==> src/logic/cwpc_pkg.sv <==
// shared constants and carriers for the code and write protection block
package cwpc_pkg;
    // apb register byte offsets
    localparam logic [7:0] ADDR_CFG1 = 8'h00; // first configuration word image
    localparam logic [7:0] ADDR_CFG2 = 8'h04; // config_word_two
    localparam logic [7:0] ADDR_STATUS = 8'h08; // status and sticky violation flags
    localparam logic [7:0] ADDR_CTRL = 8'h0C; // load strobe and variant
    // configuration word widths and reset values
    localparam int CFG_W = 14;
    localparam logic [13:0] CFG_RESET = 14'h3FFF; // erased state reads ones
    // first word field positions
    localparam int CFG1_PROG_GUARD_BIT = 7; // program_read_guard_n
    localparam int CFG1_EE_GUARD_BIT = 8; // eeprom_read_guard_n
    // second word field positions
    localparam int CFG2_LVP_BIT = 13; // low_voltage_prog_enable
    localparam int CFG2_PLL_BIT = 8; // clock_multiplier_enable
    localparam int CFG2_VCAP_LO = 4; // regulator_cap_pin_select low bit
    localparam int CFG2_WRT_LO = 0; // self_write_guard_size low bit
    // unimplemented positions forced to one: bit 11, 7-6, 3-2
    localparam logic [13:0] CFG2_UNIMPL_MASK = 14'h08CC;
    localparam logic [1:0] VCAP_NONE = 2'h3; // low-voltage variant reading
    // self-write guard encodings
    localparam logic [1:0] WRT_OFF = 2'h3;
    localparam logic [1:0] WRT_SMALL = 2'h2;
    localparam logic [1:0] WRT_HALF = 2'h1;
    localparam logic [1:0] WRT_ALL = 2'h0;
    // last protected address for each guarded size, 4k-word memory
    localparam logic [11:0] WRT_SMALL_TOP = 12'h1FF;
    localparam logic [11:0] WRT_HALF_TOP = 12'h7FF;
    localparam logic [11:0] WRT_ALL_TOP = 12'hFFF;
    localparam int PADDR_W = 12; // program memory address width
    localparam int EADDR_W = 8; // data eeprom address width
    // control register bits
    localparam int CTRL_LOAD_BIT = 0; // write 1 to latch staged words
    localparam int CTRL_LV_VARIANT_BIT = 1; // low-voltage family variant
    // status register bits
    localparam int ST_PROG_LOCK_BIT = 0;
    localparam int ST_EE_LOCK_BIT = 1;
    localparam int ST_LVP_REJ_BIT = 2;
    localparam int ST_EXT_REJ_BIT = 3;
    localparam int ST_SELF_REJ_BIT = 4;
    // memory access request carrier
    typedef struct packed {
        logic req; // access request
        logic wr; // 1 write, 0 read
        logic [PADDR_W-1:0] addr; // word address
        logic [CFG_W-1:0] wdata; // write data
    } cwpc_mem_req_t;
    // gated access toward the memory array
    typedef struct packed {
        logic req; // access passed on
        logic wr; // write
        logic [PADDR_W-1:0] addr; // address
        logic [CFG_W-1:0] wdata; // write data
    } cwpc_mem_fwd_t;
endpackage

==> src/logic/cwpc_top.sv <==
`timescale 1ns/1ns
`default_nettype none
module cwpc_top (
    input wire logic pclk,
    input wire logic presetn,
    // apb slave
    input wire logic psel,
    input wire logic penable,
    input wire logic pwrite,
    input wire logic [7:0] paddr,
    input wire logic [31:0] pwdata,
    output logic [31:0] prdata,
    output logic pready,
    output logic pslverr,
    // programming mode entered through low-voltage method
    input wire logic lv_entry_mode,
    // external programmer program memory port
    input wire cwpc_pkg::cwpc_mem_req_t ext_prog_req,
    output logic [13:0] ext_prog_rdata,
    output logic ext_prog_refused,
    // external programmer eeprom port
    input wire cwpc_pkg::cwpc_mem_req_t ext_ee_req,
    output logic [13:0] ext_ee_rdata,
    output logic ext_ee_refused,
    // processor read and self-write request on program memory
    input wire cwpc_pkg::cwpc_mem_req_t cpu_prog_req,
    output logic cpu_self_write_refused,
    // gated requests to the arrays
    output cwpc_pkg::cwpc_mem_fwd_t prog_fwd,
    output cwpc_pkg::cwpc_mem_fwd_t ee_fwd,
    // read data returned by the arrays
    input wire logic [13:0] prog_array_rdata,
    input wire logic [13:0] ee_array_rdata,
    // applied configuration
    output logic clock_multiplier_enable,
    output logic [1:0] regulator_cap_pin_select,
    output logic low_voltage_prog_enable
);
    // returns 1 when a self-write address falls in the guarded region
    function automatic logic in_guard(input logic [1:0] size, input logic [11:0] a);
        logic hit;
        hit = 1'b0;
        case (size)
            cwpc_pkg::WRT_SMALL: hit = (a <= cwpc_pkg::WRT_SMALL_TOP);
            cwpc_pkg::WRT_HALF: hit = (a <= cwpc_pkg::WRT_HALF_TOP);
            cwpc_pkg::WRT_ALL: hit = (a <= cwpc_pkg::WRT_ALL_TOP);
            default: hit = 1'b0; // off: nothing guarded
        endcase
        return hit;
    endfunction

    // staged words written over apb and applied words
    logic [13:0] cfg1_stage_r; // staged first word
    logic [13:0] cfg2_stage_r; // staged second word
    logic [13:0] cfg1_r; // applied first word
    logic [13:0] cfg2_r; // applied second word
    logic lv_variant_r; // low-voltage family variant
    logic lvp_rej_r; // sticky: clear of lvp refused
    logic ext_rej_r; // sticky: external access refused
    logic self_rej_r; // sticky: self-write refused
    logic [13:0] cfg2_nxt; // second word as it would be applied
    logic [13:0] cfg2_view; // applied second word as read back and driven out

    // apb decode, zero wait states
    logic wr_en;
    logic rd_en;
    logic addr_ok;
    assign wr_en = psel & penable & pwrite;
    assign rd_en = psel & penable & ~pwrite;
    assign addr_ok = (paddr == cwpc_pkg::ADDR_CFG1) | (paddr == cwpc_pkg::ADDR_CFG2) |
                     (paddr == cwpc_pkg::ADDR_STATUS) | (paddr == cwpc_pkg::ADDR_CTRL);
    // every transfer completes in its first access cycle
    assign pready = 1'b1;
    assign pslverr = psel & penable & ~addr_ok; // unmapped address answers an error

    // per-register write strobes, one cycle wide in the access phase
    logic wr_cfg1; // first word staging
    logic wr_cfg2; // second word staging
    logic wr_status; // sticky status clear
    logic wr_ctrl; // load strobe and variant
    assign wr_cfg1 = wr_en & (paddr == cwpc_pkg::ADDR_CFG1);
    assign wr_cfg2 = wr_en & (paddr == cwpc_pkg::ADDR_CFG2);
    assign wr_status = wr_en & (paddr == cwpc_pkg::ADDR_STATUS);
    assign wr_ctrl = wr_en & (paddr == cwpc_pkg::ADDR_CTRL);

    // guard bits pulled from applied words, each memory separate
    logic prog_guard_n;
    logic ee_guard_n;
    logic [1:0] self_write_guard_size;
    assign prog_guard_n = cfg1_r[cwpc_pkg::CFG1_PROG_GUARD_BIT];
    assign ee_guard_n = cfg1_r[cwpc_pkg::CFG1_EE_GUARD_BIT];
    assign self_write_guard_size = cfg2_r[cwpc_pkg::CFG2_WRT_LO +: 2];

    // first word staging, written whole
    always_ff @(posedge pclk or negedge presetn) begin
        if (!presetn) begin
            cfg1_stage_r <= cwpc_pkg::CFG_RESET;
        end else if (wr_cfg1) begin
            cfg1_stage_r <= pwdata[cwpc_pkg::CFG_W-1:0];
        end
    end

    // second word staging; nothing reaches the pins until a load
    always_ff @(posedge pclk or negedge presetn) begin
        if (!presetn) begin
            cfg2_stage_r <= cwpc_pkg::CFG_RESET;
        end else if (wr_cfg2) begin
            cfg2_stage_r <= pwdata[cwpc_pkg::CFG_W-1:0];
        end
    end

    // low-voltage variant flag, written together with the load strobe
    always_ff @(posedge pclk or negedge presetn) begin
        if (!presetn) begin
            lv_variant_r <= 1'b0; // full variant after reset
        end else if (wr_ctrl) begin
            lv_variant_r <= pwdata[cwpc_pkg::CTRL_LV_VARIANT_BIT];
        end
    end

    // second word next value with lvp guard, unimplemented ones and variant
    always_comb begin
        cfg2_nxt = cfg2_stage_r | cwpc_pkg::CFG2_UNIMPL_MASK;
        // a load during low-voltage entry may not clear the enable
        if (lv_entry_mode) begin
            cfg2_nxt[cwpc_pkg::CFG2_LVP_BIT] = cfg2_r[cwpc_pkg::CFG2_LVP_BIT] |
                                               cfg2_stage_r[cwpc_pkg::CFG2_LVP_BIT];
        end
        // variant forces the no-capacitor code into the stored word too
        if (lv_variant_r) begin
            cfg2_nxt[cwpc_pkg::CFG2_VCAP_LO +: 2] = cwpc_pkg::VCAP_NONE;
        end
    end

    // load strobe
    logic load_pulse;
    // one-shot: the load bit itself is not stored
    assign load_pulse = wr_ctrl & pwdata[cwpc_pkg::CTRL_LOAD_BIT];

    // applied words: loaded at reset to erased state, then on load strobe
    always_ff @(posedge pclk or negedge presetn) begin
        if (!presetn) begin
            cfg1_r <= cwpc_pkg::CFG_RESET;
            cfg2_r <= cwpc_pkg::CFG_RESET;
        end else if (load_pulse) begin
            cfg1_r <= cfg1_stage_r;
            cfg2_r <= cfg2_nxt;
        end
    end

    // second word as software and pins see it: unimplemented ones, variant override
    always_comb begin
        cfg2_view = cfg2_r | cwpc_pkg::CFG2_UNIMPL_MASK;
        if (lv_variant_r) begin
            // holds even when the variant flag is set after the last load
            cfg2_view[cwpc_pkg::CFG2_VCAP_LO +: 2] = cwpc_pkg::VCAP_NONE;
        end
    end

    // external program, external eeprom and processor self-write gating
    logic ext_prog_block;
    logic ext_ee_block;
    logic self_block;
    assign ext_prog_block = ext_prog_req.req & ~prog_guard_n;
    assign ext_ee_block = ext_ee_req.req & ~ee_guard_n;
    assign self_block = cpu_prog_req.req & cpu_prog_req.wr &
                        in_guard(self_write_guard_size, cpu_prog_req.addr);

    // arbitration to the program array: processor first, never gated for reads
    always_comb begin
        prog_fwd = '0;
        if (cpu_prog_req.req) begin
            // processor wins the array; its reads are never held back
            prog_fwd.req = ~self_block;
            prog_fwd.wr = cpu_prog_req.wr;
            prog_fwd.addr = cpu_prog_req.addr;
            prog_fwd.wdata = cpu_prog_req.wdata;
        end else if (ext_prog_req.req) begin
            // external programmer only while the processor is idle
            prog_fwd.req = prog_guard_n;
            prog_fwd.wr = ext_prog_req.wr;
            prog_fwd.addr = ext_prog_req.addr;
            prog_fwd.wdata = ext_prog_req.wdata;
        end
    end

    // eeprom forwarding: external only, processor has its own path
    always_comb begin
        // processor eeprom traffic has its own path and is never gated here
        ee_fwd = '0;
        ee_fwd.req = ext_ee_req.req & ee_guard_n;
        ee_fwd.wr = ext_ee_req.wr;
        ee_fwd.addr = {{(cwpc_pkg::PADDR_W-cwpc_pkg::EADDR_W){1'b0}},
                       ext_ee_req.addr[cwpc_pkg::EADDR_W-1:0]};
        ee_fwd.wdata = ext_ee_req.wdata;
    end

    // external program read data registered, zeros while program memory is guarded
    always_ff @(posedge pclk or negedge presetn) begin
        if (!presetn) begin
            ext_prog_rdata <= '0;
        end else if (prog_guard_n) begin
            ext_prog_rdata <= prog_array_rdata;
        end else begin
            ext_prog_rdata <= '0;
        end
    end

    // external eeprom read data registered, zeros while eeprom is guarded
    always_ff @(posedge pclk or negedge presetn) begin
        if (!presetn) begin
            ext_ee_rdata <= '0;
        end else if (ee_guard_n) begin
            ext_ee_rdata <= ee_array_rdata;
        end else begin
            ext_ee_rdata <= '0;
        end
    end

    // refusal strobes, external refused whenever its memory is guarded, even while the processor holds the array
    assign ext_prog_refused = ext_prog_block;
    assign ext_ee_refused = ext_ee_block;
    assign cpu_self_write_refused = self_block;

    // set conditions of the sticky flags
    logic lvp_rej_set; // load in low-voltage entry tried to clear the enable
    logic ext_rej_set; // an external access was refused
    assign lvp_rej_set = load_pulse & lv_entry_mode & ~cfg2_stage_r[cwpc_pkg::CFG2_LVP_BIT];
    assign ext_rej_set = ext_prog_block | ext_ee_block;

    // lvp-clear refusal flag; set wins over a write-one clear in the same cycle
    always_ff @(posedge pclk or negedge presetn) begin
        if (!presetn) begin
            lvp_rej_r <= 1'b0;
        end else if (lvp_rej_set) begin
            lvp_rej_r <= 1'b1;
        end else if (wr_status & pwdata[cwpc_pkg::ST_LVP_REJ_BIT]) begin
            lvp_rej_r <= 1'b0; // write one clears
        end
    end

    // external refusal flag; set wins over clear
    always_ff @(posedge pclk or negedge presetn) begin
        if (!presetn) begin
            ext_rej_r <= 1'b0;
        end else if (ext_rej_set) begin
            ext_rej_r <= 1'b1;
        end else if (wr_status & pwdata[cwpc_pkg::ST_EXT_REJ_BIT]) begin
            ext_rej_r <= 1'b0; // write one clears
        end
    end

    // self-write refusal flag; set wins over clear
    always_ff @(posedge pclk or negedge presetn) begin
        if (!presetn) begin
            self_rej_r <= 1'b0;
        end else if (self_block) begin
            self_rej_r <= 1'b1;
        end else if (wr_status & pwdata[cwpc_pkg::ST_SELF_REJ_BIT]) begin
            self_rej_r <= 1'b0; // write one clears
        end
    end

    // read mux
    always_comb begin
        prdata = '0;
        if (rd_en) begin
            case (paddr)
                cwpc_pkg::ADDR_CFG1: prdata[cwpc_pkg::CFG_W-1:0] = cfg1_r;
                cwpc_pkg::ADDR_CFG2: prdata[cwpc_pkg::CFG_W-1:0] = cfg2_view;
                cwpc_pkg::ADDR_STATUS: begin
                    prdata[cwpc_pkg::ST_PROG_LOCK_BIT] = ~prog_guard_n;
                    prdata[cwpc_pkg::ST_EE_LOCK_BIT] = ~ee_guard_n;
                    prdata[cwpc_pkg::ST_LVP_REJ_BIT] = lvp_rej_r;
                    prdata[cwpc_pkg::ST_EXT_REJ_BIT] = ext_rej_r;
                    prdata[cwpc_pkg::ST_SELF_REJ_BIT] = self_rej_r;
                end
                cwpc_pkg::ADDR_CTRL: prdata[cwpc_pkg::CTRL_LV_VARIANT_BIT] = lv_variant_r;
                default: prdata = '0; // unmapped
            endcase
        end
    end

    // applied configuration outputs
    assign clock_multiplier_enable = cfg2_r[cwpc_pkg::CFG2_PLL_BIT];
    assign regulator_cap_pin_select = cfg2_view[cwpc_pkg::CFG2_VCAP_LO +: 2];
    assign low_voltage_prog_enable = cfg2_r[cwpc_pkg::CFG2_LVP_BIT];
endmodule // cwpc_top
`default_nettype wire

==> config.mk <==
export PLATFORM = sky130hd
export DESIGN_NAME = cwpc_top
export DESIGN_NICKNAME = d
export VERILOG_FILES = /design/src/logic/cwpc_pkg.sv /design/src/logic/cwpc_top.sv
export SDC_FILE = /design/constraint.sdc
export NUM_CORES = 1
export LEC_CHECK = 0
export BUFFER_PORTS_ARGS = -buffer_cell sky130_fd_sc_hd__buf_2
export CORE_MARGIN = 5
export CORE_UTILIZATION = 37
export DETAILED_ROUTE_END_ITERATION = 8
export PLACE_DENSITY = 0.74
export SKIP_LAST_GASP = 1
export SLEW_MARGIN = 20
export SYNTH_ARGS = -nofsm -noshare
export SYNTH_HDL_FRONTEND = slang
export SYNTH_SLANG_ARGS = --single-unit
==> constraint.sdc <==
create_clock -name pclk -period 2.1 [get_ports pclk]
set_clock_uncertainty 0.2 [all_clocks]
set_input_delay 0.42 -clock pclk [delete_from_list [all_inputs] [get_ports pclk]]
set_output_delay 0.42 -clock pclk [all_outputs]
set_load 0.02 [all_outputs]
==> summary.txt, run 1 <==
Run status
  • Status: finished, violations left
  • Failing checks: setup timing

Worst hold path
  • WHS Path Cells: 2
  • Worst Hold End: ext_prog_rdata[1]
  • Critical hold path startpoint: prog_array_rdata[1]
  • Worst hold path class: input pin to register

Timing
  • Slew Viols, Final: 0
  • TNS Setup: -0.848 ns
  • Highest Clock Rate: approximately 440 MHz
  • RSZ-0062 raised after global routing: true
  • Endpoints failing setup: 12
  • Period utilisation layout: 108%
  • Final hold vios: 0
  • Setup WS post-layout: -0.162 ns
  • Tmin final: around 2.3 ns

CTS
  • TritonCTS clock tree: done
  • Clock buffer count from CTS: 9
  • Max H-tree Level: 3
  • Clock Tree Buf Depth: 2
  • Worst-Skew Late Latency: 0.34 ns
  • CTS root buf: clkbuf_8
  • Sink Count: 78
  • Clock slew seen by the registers of the worst setup and hold paths: ~0.08 ns

Synthesis
  • FF+latch count, synth: 78
  • Synthesized cell area: 3880 um^2
  • Post-Syn Instances: 324
  • Register area share after synthesis: 51.8%
  • Synth cell types: 39
  • Syn. warnings: 0
  • Async S/R FF share, synth: between 90% and 100%
  • Number of flops mapped to enable cells by yosys: 0
  • Dominant synthesized flop cell: dfstp_2
  • Mapped Avg Cell Area: ~12 um^2

Finish
  • Final core utilization: 52.2%
  • Most common cell after layout, fill and taps aside: buf_2
  • Area Overhead vs Synth: 38.1%
  • Most frequent cells in the layout: buf_2 (172), dfstp_2 (46), mux2_2 (44)
  • Proportion of layout cells with a drive suffix above 1: roughly two thirds
  • Final nets: about 670

Placed design
  • Pre-CTS setup slack: -0.143 ns
  • DPL Wire Length: a little over 9 mm
  • Routability cong.: between 0.8 and 0.9
  • I/O Buffers: roughly 190

Detailed routing
  • Final WL: approximately 12 mm
  • Wire length per cell: 17.7 um
  • Antenna Nets Post-Route: 0
  • DRC errors left: 0
  • Via-to-Cell Ratio: around 4.7
  • DR pass1 iterations: 4
  • Vias: 3062
  • Iteration-0 DRC Markers: 86

Global route
  • GRT Total Usage: a little under a fifth
  • Largest net degree at the start of global routing: 39
  • Global routing usage on met1: roughly a fifth
  • Gr busiest metal: met2
  • M2 GR Usage: between 30% and 40%
  • Gr ovfl total: 0
  • Initial antenna violation count: 0
  • Grt met3 use: under 10%
  • Vias in the first global route: 3339
  • Global-route wire length before repair: about 18 mm

Die
  • Initial Util: between 30 and 40%
  • Die Area: around 13000 um^2
  • Core area: 10300 um^2
  • Die H: about 110 um
  • Die width: about 110 um
  • Rows: 37
  • I/O Pins: approximately 280

Critical path
  • Worst path top cell family by delay: flip-flops
  • Reg2reg start: cfg2_r[0]
  • Worst path buffer plus inverter count: 2
  • Maximum fanout along the worst path: 2
  • Critical path type: register to output pin
  • Critical Path Sink Type: output pin
  • Req. time, crit path: about 1.5 ns
  • R2r endpoint: self_rej_r
  • Worst-path cell chain: inv_2 -> mux4_2 -> nor2b_4 -> buf_6
  • Setup slack, reg-to-reg: 0.42 ns
  • Slowest stage delay, CP: roughly 0.55 ns
  • Crit start category: register
  • Worst r2r path cells: 7
  • Slowest CP cell: dfstp_2
  • Critical Path AT: ~1.6 ns

Pwr
  • Sw Pwr: about 0.00079 W
  • LEAKAGE: approximately 2.8 nW
  • Sequential power share: ~48%
  • PwrDens: ~590 nW/um^2
  • Worst VDD drop: 0.375 mV
  • P_int: between 0.002 and 0.0025 W
  • Total power: between 0.003 and 0.004 W
  • Switching share of total power: about 25%
  • Combinational Power Share: between 10% and 20%
  • Clock Power Share: 37.9%

Job
  • Max_cap viols: 0
power by group through the flow:
| stage | Clock (W) | Sequential (W) | Combinational (W) |
|---|---|---|---|
| floorplan | 0 | 0.00155 | 0.000290 |
| global placement | 0 | 0.00155 | 0.000427 |
| detailed placement | 0 | 0.00155 | 0.000432 |
| CTS | 0.00124 | 0.00152 | 0.000446 |
| global route | 0.00130 | 0.00152 | 0.000481 |
| finish | 0.00120 | 0.00152 | 0.000445 |
what timing repair did:
| action | in CTS | in global routing |
|---|---|---|
| gates cloned | 1 | 0 |
| hold buffers | 1 | 0 |
| pin swaps | 6 | 6 |
| endpoints found under the setup margin | 16 | 17 |
| hold endpoints to repair | 7 | 0 |
| resized for setup | 37 | 8 |
| setup buffers | 6 | 1 |
worst max path at each step:
| stage | start | end | slack [ns] | cells after the start |
|---|---|---|---|---|
| floorplan | paddr[4] | prdata[10] | -0.02 | 5 |
| global placement | paddr[4] | prdata[6] | -0.12 | 6 |
| detailed placement | paddr[4] | prdata[7] | -0.14 | 6 |
| CTS | cfg1_r[8] | prdata[1] | -0.21 | 4 |
| global route | cfg1_r[8] | prdata[1] | -0.20 | 4 |
| finish | cfg1_r[8] | prdata[1] | -0.16 | 4 |
through the flow:
| stage | instance area, um^2 | instances | hold slack, ns |
|---|---|---|---|
| 6_report | 5360 | 656 | 0.0806 |
| 5_1_grt | 5360 | 655 | 0.0597 |
| 4_1_cts | 5320 | 654 | 0.0509 |
| 3_5_place_dp | 4930 | 630 | 0.218 |
| 3_3_place_gp | 4930 | 630 | 0.211 |
| 2_1_floorplan | 4050 | 345 | -0.0756 |
cell families (layout without fill, tap and decap cells):
group | after synthesis | count (layout) | share of synthesized area [%]
AO/OA/AOI/OAI | 40 | 40 | 8.19
buffers and inverters | 64 | 237 | 11.2
flip-flops | 78 | 78 | 51.8
multiplexers | 54 | 54 | 15.7
other | 2 | 24 | 0.193
AND/OR/NAND/NOR | 86 | 87 | 13.0
cell type report:
| type | instances | area, um^2 |
|---|---|---|
| Tap cell | 136 | 170 |
| Timing Repair Buffer | 219 | 1310 |
| Antenna cell | 1 | 2.50 |
| Clock inverter | 6 | 86.3 |
| Clock buffer | 10 | 128 |
| Multi-Input combinational cell | 204 | 1650 |
| Inverter | 2 | 7.51 |
| Fill cell | 921 | 4920 |
| Sequential cell | 78 | 2010 |
Yosys cell counts, types with 2 or more instances:
cell type  number  area, um^2
conb_1          2        7.51
nand2_1         7        26.3
dfrtp_1        32         801
inv_1           2        7.51
clkbuf_1        9        33.8
nand2b_1        2        12.5
mux2_2         45         507
a211oi_1        2        15.0
and2_1         30         188
or2_2           3        18.8
nand4_1         5        31.3
buf_6           2        22.5
a22o_1         26         228
nor2_1         21        78.8
o21ai_0         6        30.0
mux2i_1         8        80.1
buf_2           2        10.0
and3_1          2        12.5
nor3_1          2        10.0
buf_4          47         353
nor2b_1         5        31.3
a21o_1          2        15.0
dfstp_2        46        1210
layer usage:
layer	wire, um	up-vias	part of all wire (%)
met3	824	22	7.1
met1	4130	1480	36
met2	6420	126	55
li1	-	1434	-
met4	245	0	2.1
met5	0	-	0
flip-flops by register name, summed over array words and instances, names as in the netlist:
| name | count |
|---|---|
| self_rej_r | 1 |
| lv_variant_r | 1 |
| ext_rej_r | 1 |
| ext_ee_rdata | 14 |
| lvp_rej_r | 1 |
| cfg1_stage_r | 14 |
| cfg2_stage_r | 9 |
| ext_prog_rdata | 14 |
| cfg1_r | 14 |
| cfg2_r | 9 |
No activity file was read; power rests on OpenSTA's default activity.
==> run 2, diff against run 1 <==
==> constraint.sdc (replaced) <==
create_clock -name pclk -period 2.1 [get_ports pclk]
set_clock_uncertainty 0.2 [all_clocks]
set_input_delay 0.42 -clock pclk [delete_from_list [all_inputs] [get_ports pclk]]
set_output_delay 0.42 -clock pclk [all_outputs]
set_load 0.05 [all_outputs]
==> run 2 against run 1 <==
- the run still ends with setup timing left
- first-iteration DRC count grew 71%
- core utilization grew 2.8 points
- clock power hardly changed
- largest power group unchanged
==> summary.txt, run 2 (synthesized netlist as in run 1, its figures left out) <==
Die
  • Initial Util: ~38%
  • Die H: 112 um
  • Core area: ~10000 um^2
  • I/O Pins: approximately 280
  • Die Area: ~13000 um^2
  • Die width: 112 um
  • Rows: 37

Critical path
  • Req. time, crit path: about 1.5 ns
  • Maximum fanout along the worst path: 5
  • Critical Path Sink Type: output pin
  • Critical Path AT: 1.66 ns
  • Slowest CP cell: nor4_4
  • Worst-path cell chain: buf_6 -> nor4_4 -> nand3_2 -> or2_4 -> buf_12 -> nor2_4 -> buf_8
  • Slowest stage delay, CP: 0.31 ns
  • Crit start category: input pin
  • Critical path type: input pin to output pin

CTS
  • Max H-tree Level: 3
  • TritonCTS clock tree: done
  • CTS root buf: clkbuf_8
  • Worst-Skew Late Latency: around 0.34 ns
  • Clock Tree Buf Depth: 2
  • Clock slew seen by the registers of the worst setup and hold paths: 0.09 ns
  • Clock buffer count from CTS: 9
  • Sink Count: 78

Timing
  • RSZ-0062 raised after global routing: true
  • Tmin final: approximately 2.3 ns
  • Slew Viols, Final: 0
  • Setup WS post-layout: -0.176 ns
  • Final hold vios: 0
  • Endpoints failing setup: 15
  • WHS: 0.0862 ns
  • Period utilisation layout: 108%
  • Highest Clock Rate: about 440 MHz

Placed design
  • DPL Wire Length: about 9.8 mm
  • I/O Buffers: 191
  • Placed cell area: between 5000 and 6000 um^2
  • Post-Place Cells: approximately 640
  • Pre-CTS setup slack: -0.339 ns
  • Routability cong.: 0.895

Job
  • Max_cap viols: 0

Finish
  • Most frequent cells in the layout: buf_2 (161), dfstp_2 (46), mux2_2 (44)
  • Most common cell after layout, fill and taps aside: buf_2
  • Non-filler cells, final: ~660
  • Reg area: between 2000 and 2500 um^2
  • Proportion of layout cells with a drive suffix above 1: 73.5%
  • Final core utilization: a little over half
  • Multi-input gate area: roughly 1700 um^2
  • Final Instance Area: approximately 5600 um^2
  • Fillers: about 940
  • Area Overhead vs Synth: 45.3%
  • Final nets: just under 700

Detailed routing
  • Vias: between 3000 and 4000
  • Via-to-Cell Ratio: roughly 4.7
  • DR pass1 iterations: 4
  • Final WL: 12.2 mm
  • Iteration-0 DRC Markers: around 150
  • DRC errors left: 0
  • Wire length per cell: ~18 um
  • Antenna Nets Post-Route: 0

Pwr
  • LEAKAGE: approximately 2.8 nW
  • Worst VDD drop: roughly 0.48 mV
  • PwrDens: roughly 600 nW/um^2

Worst hold path
  • Worst hold path class: input pin to register

Global route
  • Largest net degree at the start of global routing: 33
  • Global-route wire length before repair: around 19 mm
  • Initial antenna violation count: 3
  • Vias in the first global route: ~3400
  • GRT Total Usage: about a fifth
  • Gr ovfl total: 0

Run status
  • Failing checks: setup timing
  • Status: finished, violations left
run 2: worst max-delay path, delay by kind of cell:
family / cells / cell delay, ns
buffers and inverters: 3 / 0.40
AND/OR/NAND/NOR: 4 / 0.83
run 2: final timing paths:
| check | start | to | slack (ns) | depth (start not counted) |
|---|---|---|---|---|
| max | paddr[0] | prdata[5] | -0.18 | 7 |
| min | prog_array_rdata[3] | ext_prog_rdata[3] | 0.09 | 2 |
| max reg2reg | cfg2_r[0] | self_rej_r | 0.67 | 5 |
| min reg2reg | cfg2_r[5] | cfg2_r[5] | 0.28 | 2 |
| max in group asynchronous | presetn | cfg2_r[1] | 0.71 | 3 |
| min in group asynchronous | presetn | ext_ee_rdata[4] | 0.37 | 2 |
run 2: final cells by class:
class                      count  area share, %
antenna                        3          0.133
clock inverter                 4          0.931
sequential                    78           35.6
tap                          136           3.02
multi-input combinational    203           30.2
inverter                       2          0.133
timing repair buffer         226           27.0
clock buffer                  12           2.95
run 2: per-layer routing:
layer	share of wire (%)	global-route usage, %
met1	34	19.4
met2	57	36.3
met3	6.9	5.82
met4	2.6	8.01
met5	0	0
run 2: metrics by stage:
| step | total power (W) | setup TNS [ns] |
|---|---|---|
| 2_1_floorplan | 0.00206 | -3.06 |
| 3_3_place_gp | 0.00219 | -2.93 |
| 3_5_place_dp | 0.00219 | -3.73 |
| 4_1_cts | 0.00344 | -1.79 |
| 5_1_grt | 0.00354 | -3.15 |
| 6_report | 0.00339 | -1.92 |
run 2: where the power goes:
part	internal [W]	leakage, nW	switching, W	total (W)
registers	0.00152	0.911	0.00000342	0.00152
clock network	0.000659	0.112	0.000543	0.00120
logic	0.000234	1.83	0.000431	0.000665
total	0.00241	2.85	0.000977	0.00339
run 2: timing repair:
action | 4_1_cts | 5_1_grt
setup buffers | 5 | 3
endpoints found under the setup margin | 20 | 27
endpoints found under the hold margin | 4 | 0
gates resized for setup | 53 | 13
hold buffers | 1 | 0
pin swaps | 7 | 10
==> run 3, diff against run 2 <==
--- a/config.mk
+++ b/config.mk
@@ -7,11 +7,11 @@
 export LEC_CHECK = 0
 export BUFFER_PORTS_ARGS = -buffer_cell sky130_fd_sc_hd__buf_2
 export CORE_MARGIN = 5
-export CORE_UTILIZATION = 37
+export CORE_UTILIZATION = 25
 export DETAILED_ROUTE_END_ITERATION = 8
-export PLACE_DENSITY = 0.74
+export PLACE_DENSITY = 0.51
 export SKIP_LAST_GASP = 1
-export SLEW_MARGIN = 20
+export SLEW_MARGIN = 25
 export SYNTH_ARGS = -nofsm -noshare
 export SYNTH_HDL_FRONTEND = slang
 export SYNTH_SLANG_ARGS = --single-unit
==> constraint.sdc (replaced) <==
create_clock -name pclk -period 2.4 [get_ports pclk]
set_clock_uncertainty 0.2 [all_clocks]
set_input_delay 0.48 -clock pclk [delete_from_list [all_inputs] [get_ports pclk]]
set_output_delay 0.48 -clock pclk [all_outputs]
set_load 0.05 [all_outputs]
==> run 3 against run 2 <==
- power down 1.0%
- critical endpoint is now prdata[9]
- clock-buffer cell count decreased by 3
- highest routed layer is now met5
- combinational power down 7.1%
- register-to-register slack better by 0.27 ns
- the run now ends clean
==> summary.txt, run 3 (synthesized netlist as in run 1, its figures left out) <==
Global route
  • Largest net degree at the start of global routing: 48
  • GRT Total Usage: roughly 15%
  • Initial antenna violation count: 2
  • Vias in the first global route: 3433
  • Gr ovfl total: 0
  • Global-route wire length before repair: around 20 mm

Detailed routing
  • DR pass1 iterations: 4
  • Iteration-0 DRC Markers: slightly below 60
  • Antenna Nets Post-Route: 0
  • Vias: around 3000
  • Wire length per cell: 19.6 um
  • Final WL: 13.7 mm
  • Via-to-Cell Ratio: ~4.4
  • DRC errors left: 0

Die
  • Die Area: between 15000 and 20000 um^2
  • Core area: 15200 um^2
  • I/O Pins: between 200 and 300
  • Initial Util: 25.5%
  • Die H: between 100 and 150 um
  • Die width: ~130 um
  • Rows: 45

Pwr
  • Sequential power share: 39.7%
  • Sw Pwr: slightly below 0.001 W
  • Worst VDD drop: approximately 0.44 mV
  • P_int: between 0.002 and 0.0025 W
  • Total power: roughly 0.0034 W
  • Switching share of total power: between 20 and 30%
  • Combinational Power Share: a little under a fifth
  • Clock Power Share: roughly two fifths
  • PwrDens: ~580 nW/um^2
  • LEAKAGE: 2.84 nW

Finish
  • Reg area: between 2000 and 2500 um^2
  • ANT cells: 0
  • Proportion of layout cells with a drive suffix above 1: 67.6%
  • Most frequent cells in the layout: buf_2 (155), dfstp_2 (46), mux2_2 (45)
  • Area Overhead vs Synth: 49.1%
  • Final Instance Area: about 5800 um^2
  • Fillers: between 1500 and 2000
  • Multi-input gate area: about 1700 um^2
  • Final nets: between 600 and 700
  • Most common cell after layout, fill and taps aside: buf_2

Timing
  • TNS Setup: 0 ns
  • RSZ-0062 raised after global routing: true
  • Final hold vios: 0
  • Tmin final: about 2.4 ns
  • Highest Clock Rate: 421 MHz
  • Slew Viols, Final: 0
  • Endpoints failing setup: 0
  • Period utilisation layout: 99.1%

Worst hold path
  • Worst hold path class: input pin to register

Critical path
  • Critical path type: input pin to output pin
  • Critical Path Sink Type: output pin
  • Critical Path AT: roughly 1.7 ns
  • Maximum fanout along the worst path: 5
  • Crit start category: input pin
  • Req. time, crit path: roughly 1.7 ns

CTS
  • Max H-tree Level: 3
  • Clock slew seen by the registers of the worst setup and hold paths: about 0.060 ns
  • Worst-Skew Late Latency: about 0.34 ns
  • Clock buffer count from CTS: 9
  • Clock Tree Buf Depth: 2
  • CTS root buf: clkbuf_16
  • TritonCTS clock tree: done
  • Sink Count: around 80

Run status
  • Status: complete, no violations

Placed design
  • I/O Buffers: between 150 and 200
  • Placed cell area: roughly 5300 um^2
  • DPL Wire Length: 10.7 mm
  • Routability cong.: ~0.87

Job
  • Max_cap viols: 0
[run 3: area by class of cell]
cell class	instances	share of cell area [%]
well taps	188	4.06
inverters	2	0.130
clock buffers	9	3.89
multi-input cells	204	28.5
clock inverters	7	1.38
flip-flops and latches	78	34.7
repair buffers	210	27.3
[run 3: per-layer routing]
| layer | up-vias | global-route usage, % | part of all wire, % |
|---|---|---|---|
| li1 | 1408 | - | - |
| met2 | 135 | 28.1 | 54 |
| met4 | 4 | 4.86 | 2.8 |
| met5 | - | 0 | 0.15 |
| met1 | 1504 | 14.8 | 36 |
| met3 | 29 | 5.10 | 7.2 |
[run 3: what timing repair did]
item | 4_1_cts | 5_1_grt
pin swaps | 4 | 2
gates resized for setup | 22 | 9
endpoints found under the hold margin | 3 | 0
buffers inserted | 2 | 0
hold buffers | 1 | 0
gates cloned | 1 | 0
setup endpoints to repair | 13 | 13
[run 3: worst paths after layout]
check	startpoint	cells after the start	slack, ns	endpoint
setup / recovery	paddr[0]	6	0.02	prdata[9]
hold / removal	prog_array_rdata[4]	2	0.15	ext_prog_rdata[4]
setup reg to reg	cfg1_r[8]	3	0.94	ext_rej_r
hold reg to reg	cfg2_r[4]	2	0.29	cfg2_r[4]
max in group asynchronous	presetn	3	0.90	cfg1_stage_r[3]
min in group asynchronous	presetn	2	0.43	lv_variant_r
[run 3: power groups by stage]
stage                     registers (W)  clock network [W]  logic [W]
after floorplan                 0.00135                  0   0.000442
after global placement          0.00135                  0   0.000610
after detailed placement        0.00135                  0   0.000613
after CTS                       0.00133            0.00145   0.000623
after global routing            0.00133            0.00151   0.000648
final                           0.00133            0.00140   0.000618
[run 3: metrics by stage]
| step | std cells | util, % | setup slack (ns) | hold slack [ns] |
|---|---|---|---|---|
| detailed placement | 678 | 35.1 | -0.151 | 0.259 |
| CTS | 698 | 37.8 | -0.0538 | 0.132 |
| floorplan | 345 | - | -0.0313 | -0.0156 |
| global placement | 678 | 35.1 | -0.127 | 0.246 |
| global route | 698 | 38.1 | -0.0658 | 0.140 |
| finish | 698 | 38.1 | 0.0223 | 0.149 |
[run 3: worst max-delay path: stages]
cell and delay, ns:
buf_6 0.10, nor4_4 0.35, nand3_2 0.14, or2_4 0.34, nor2_4 0.13, buf_6 0.16
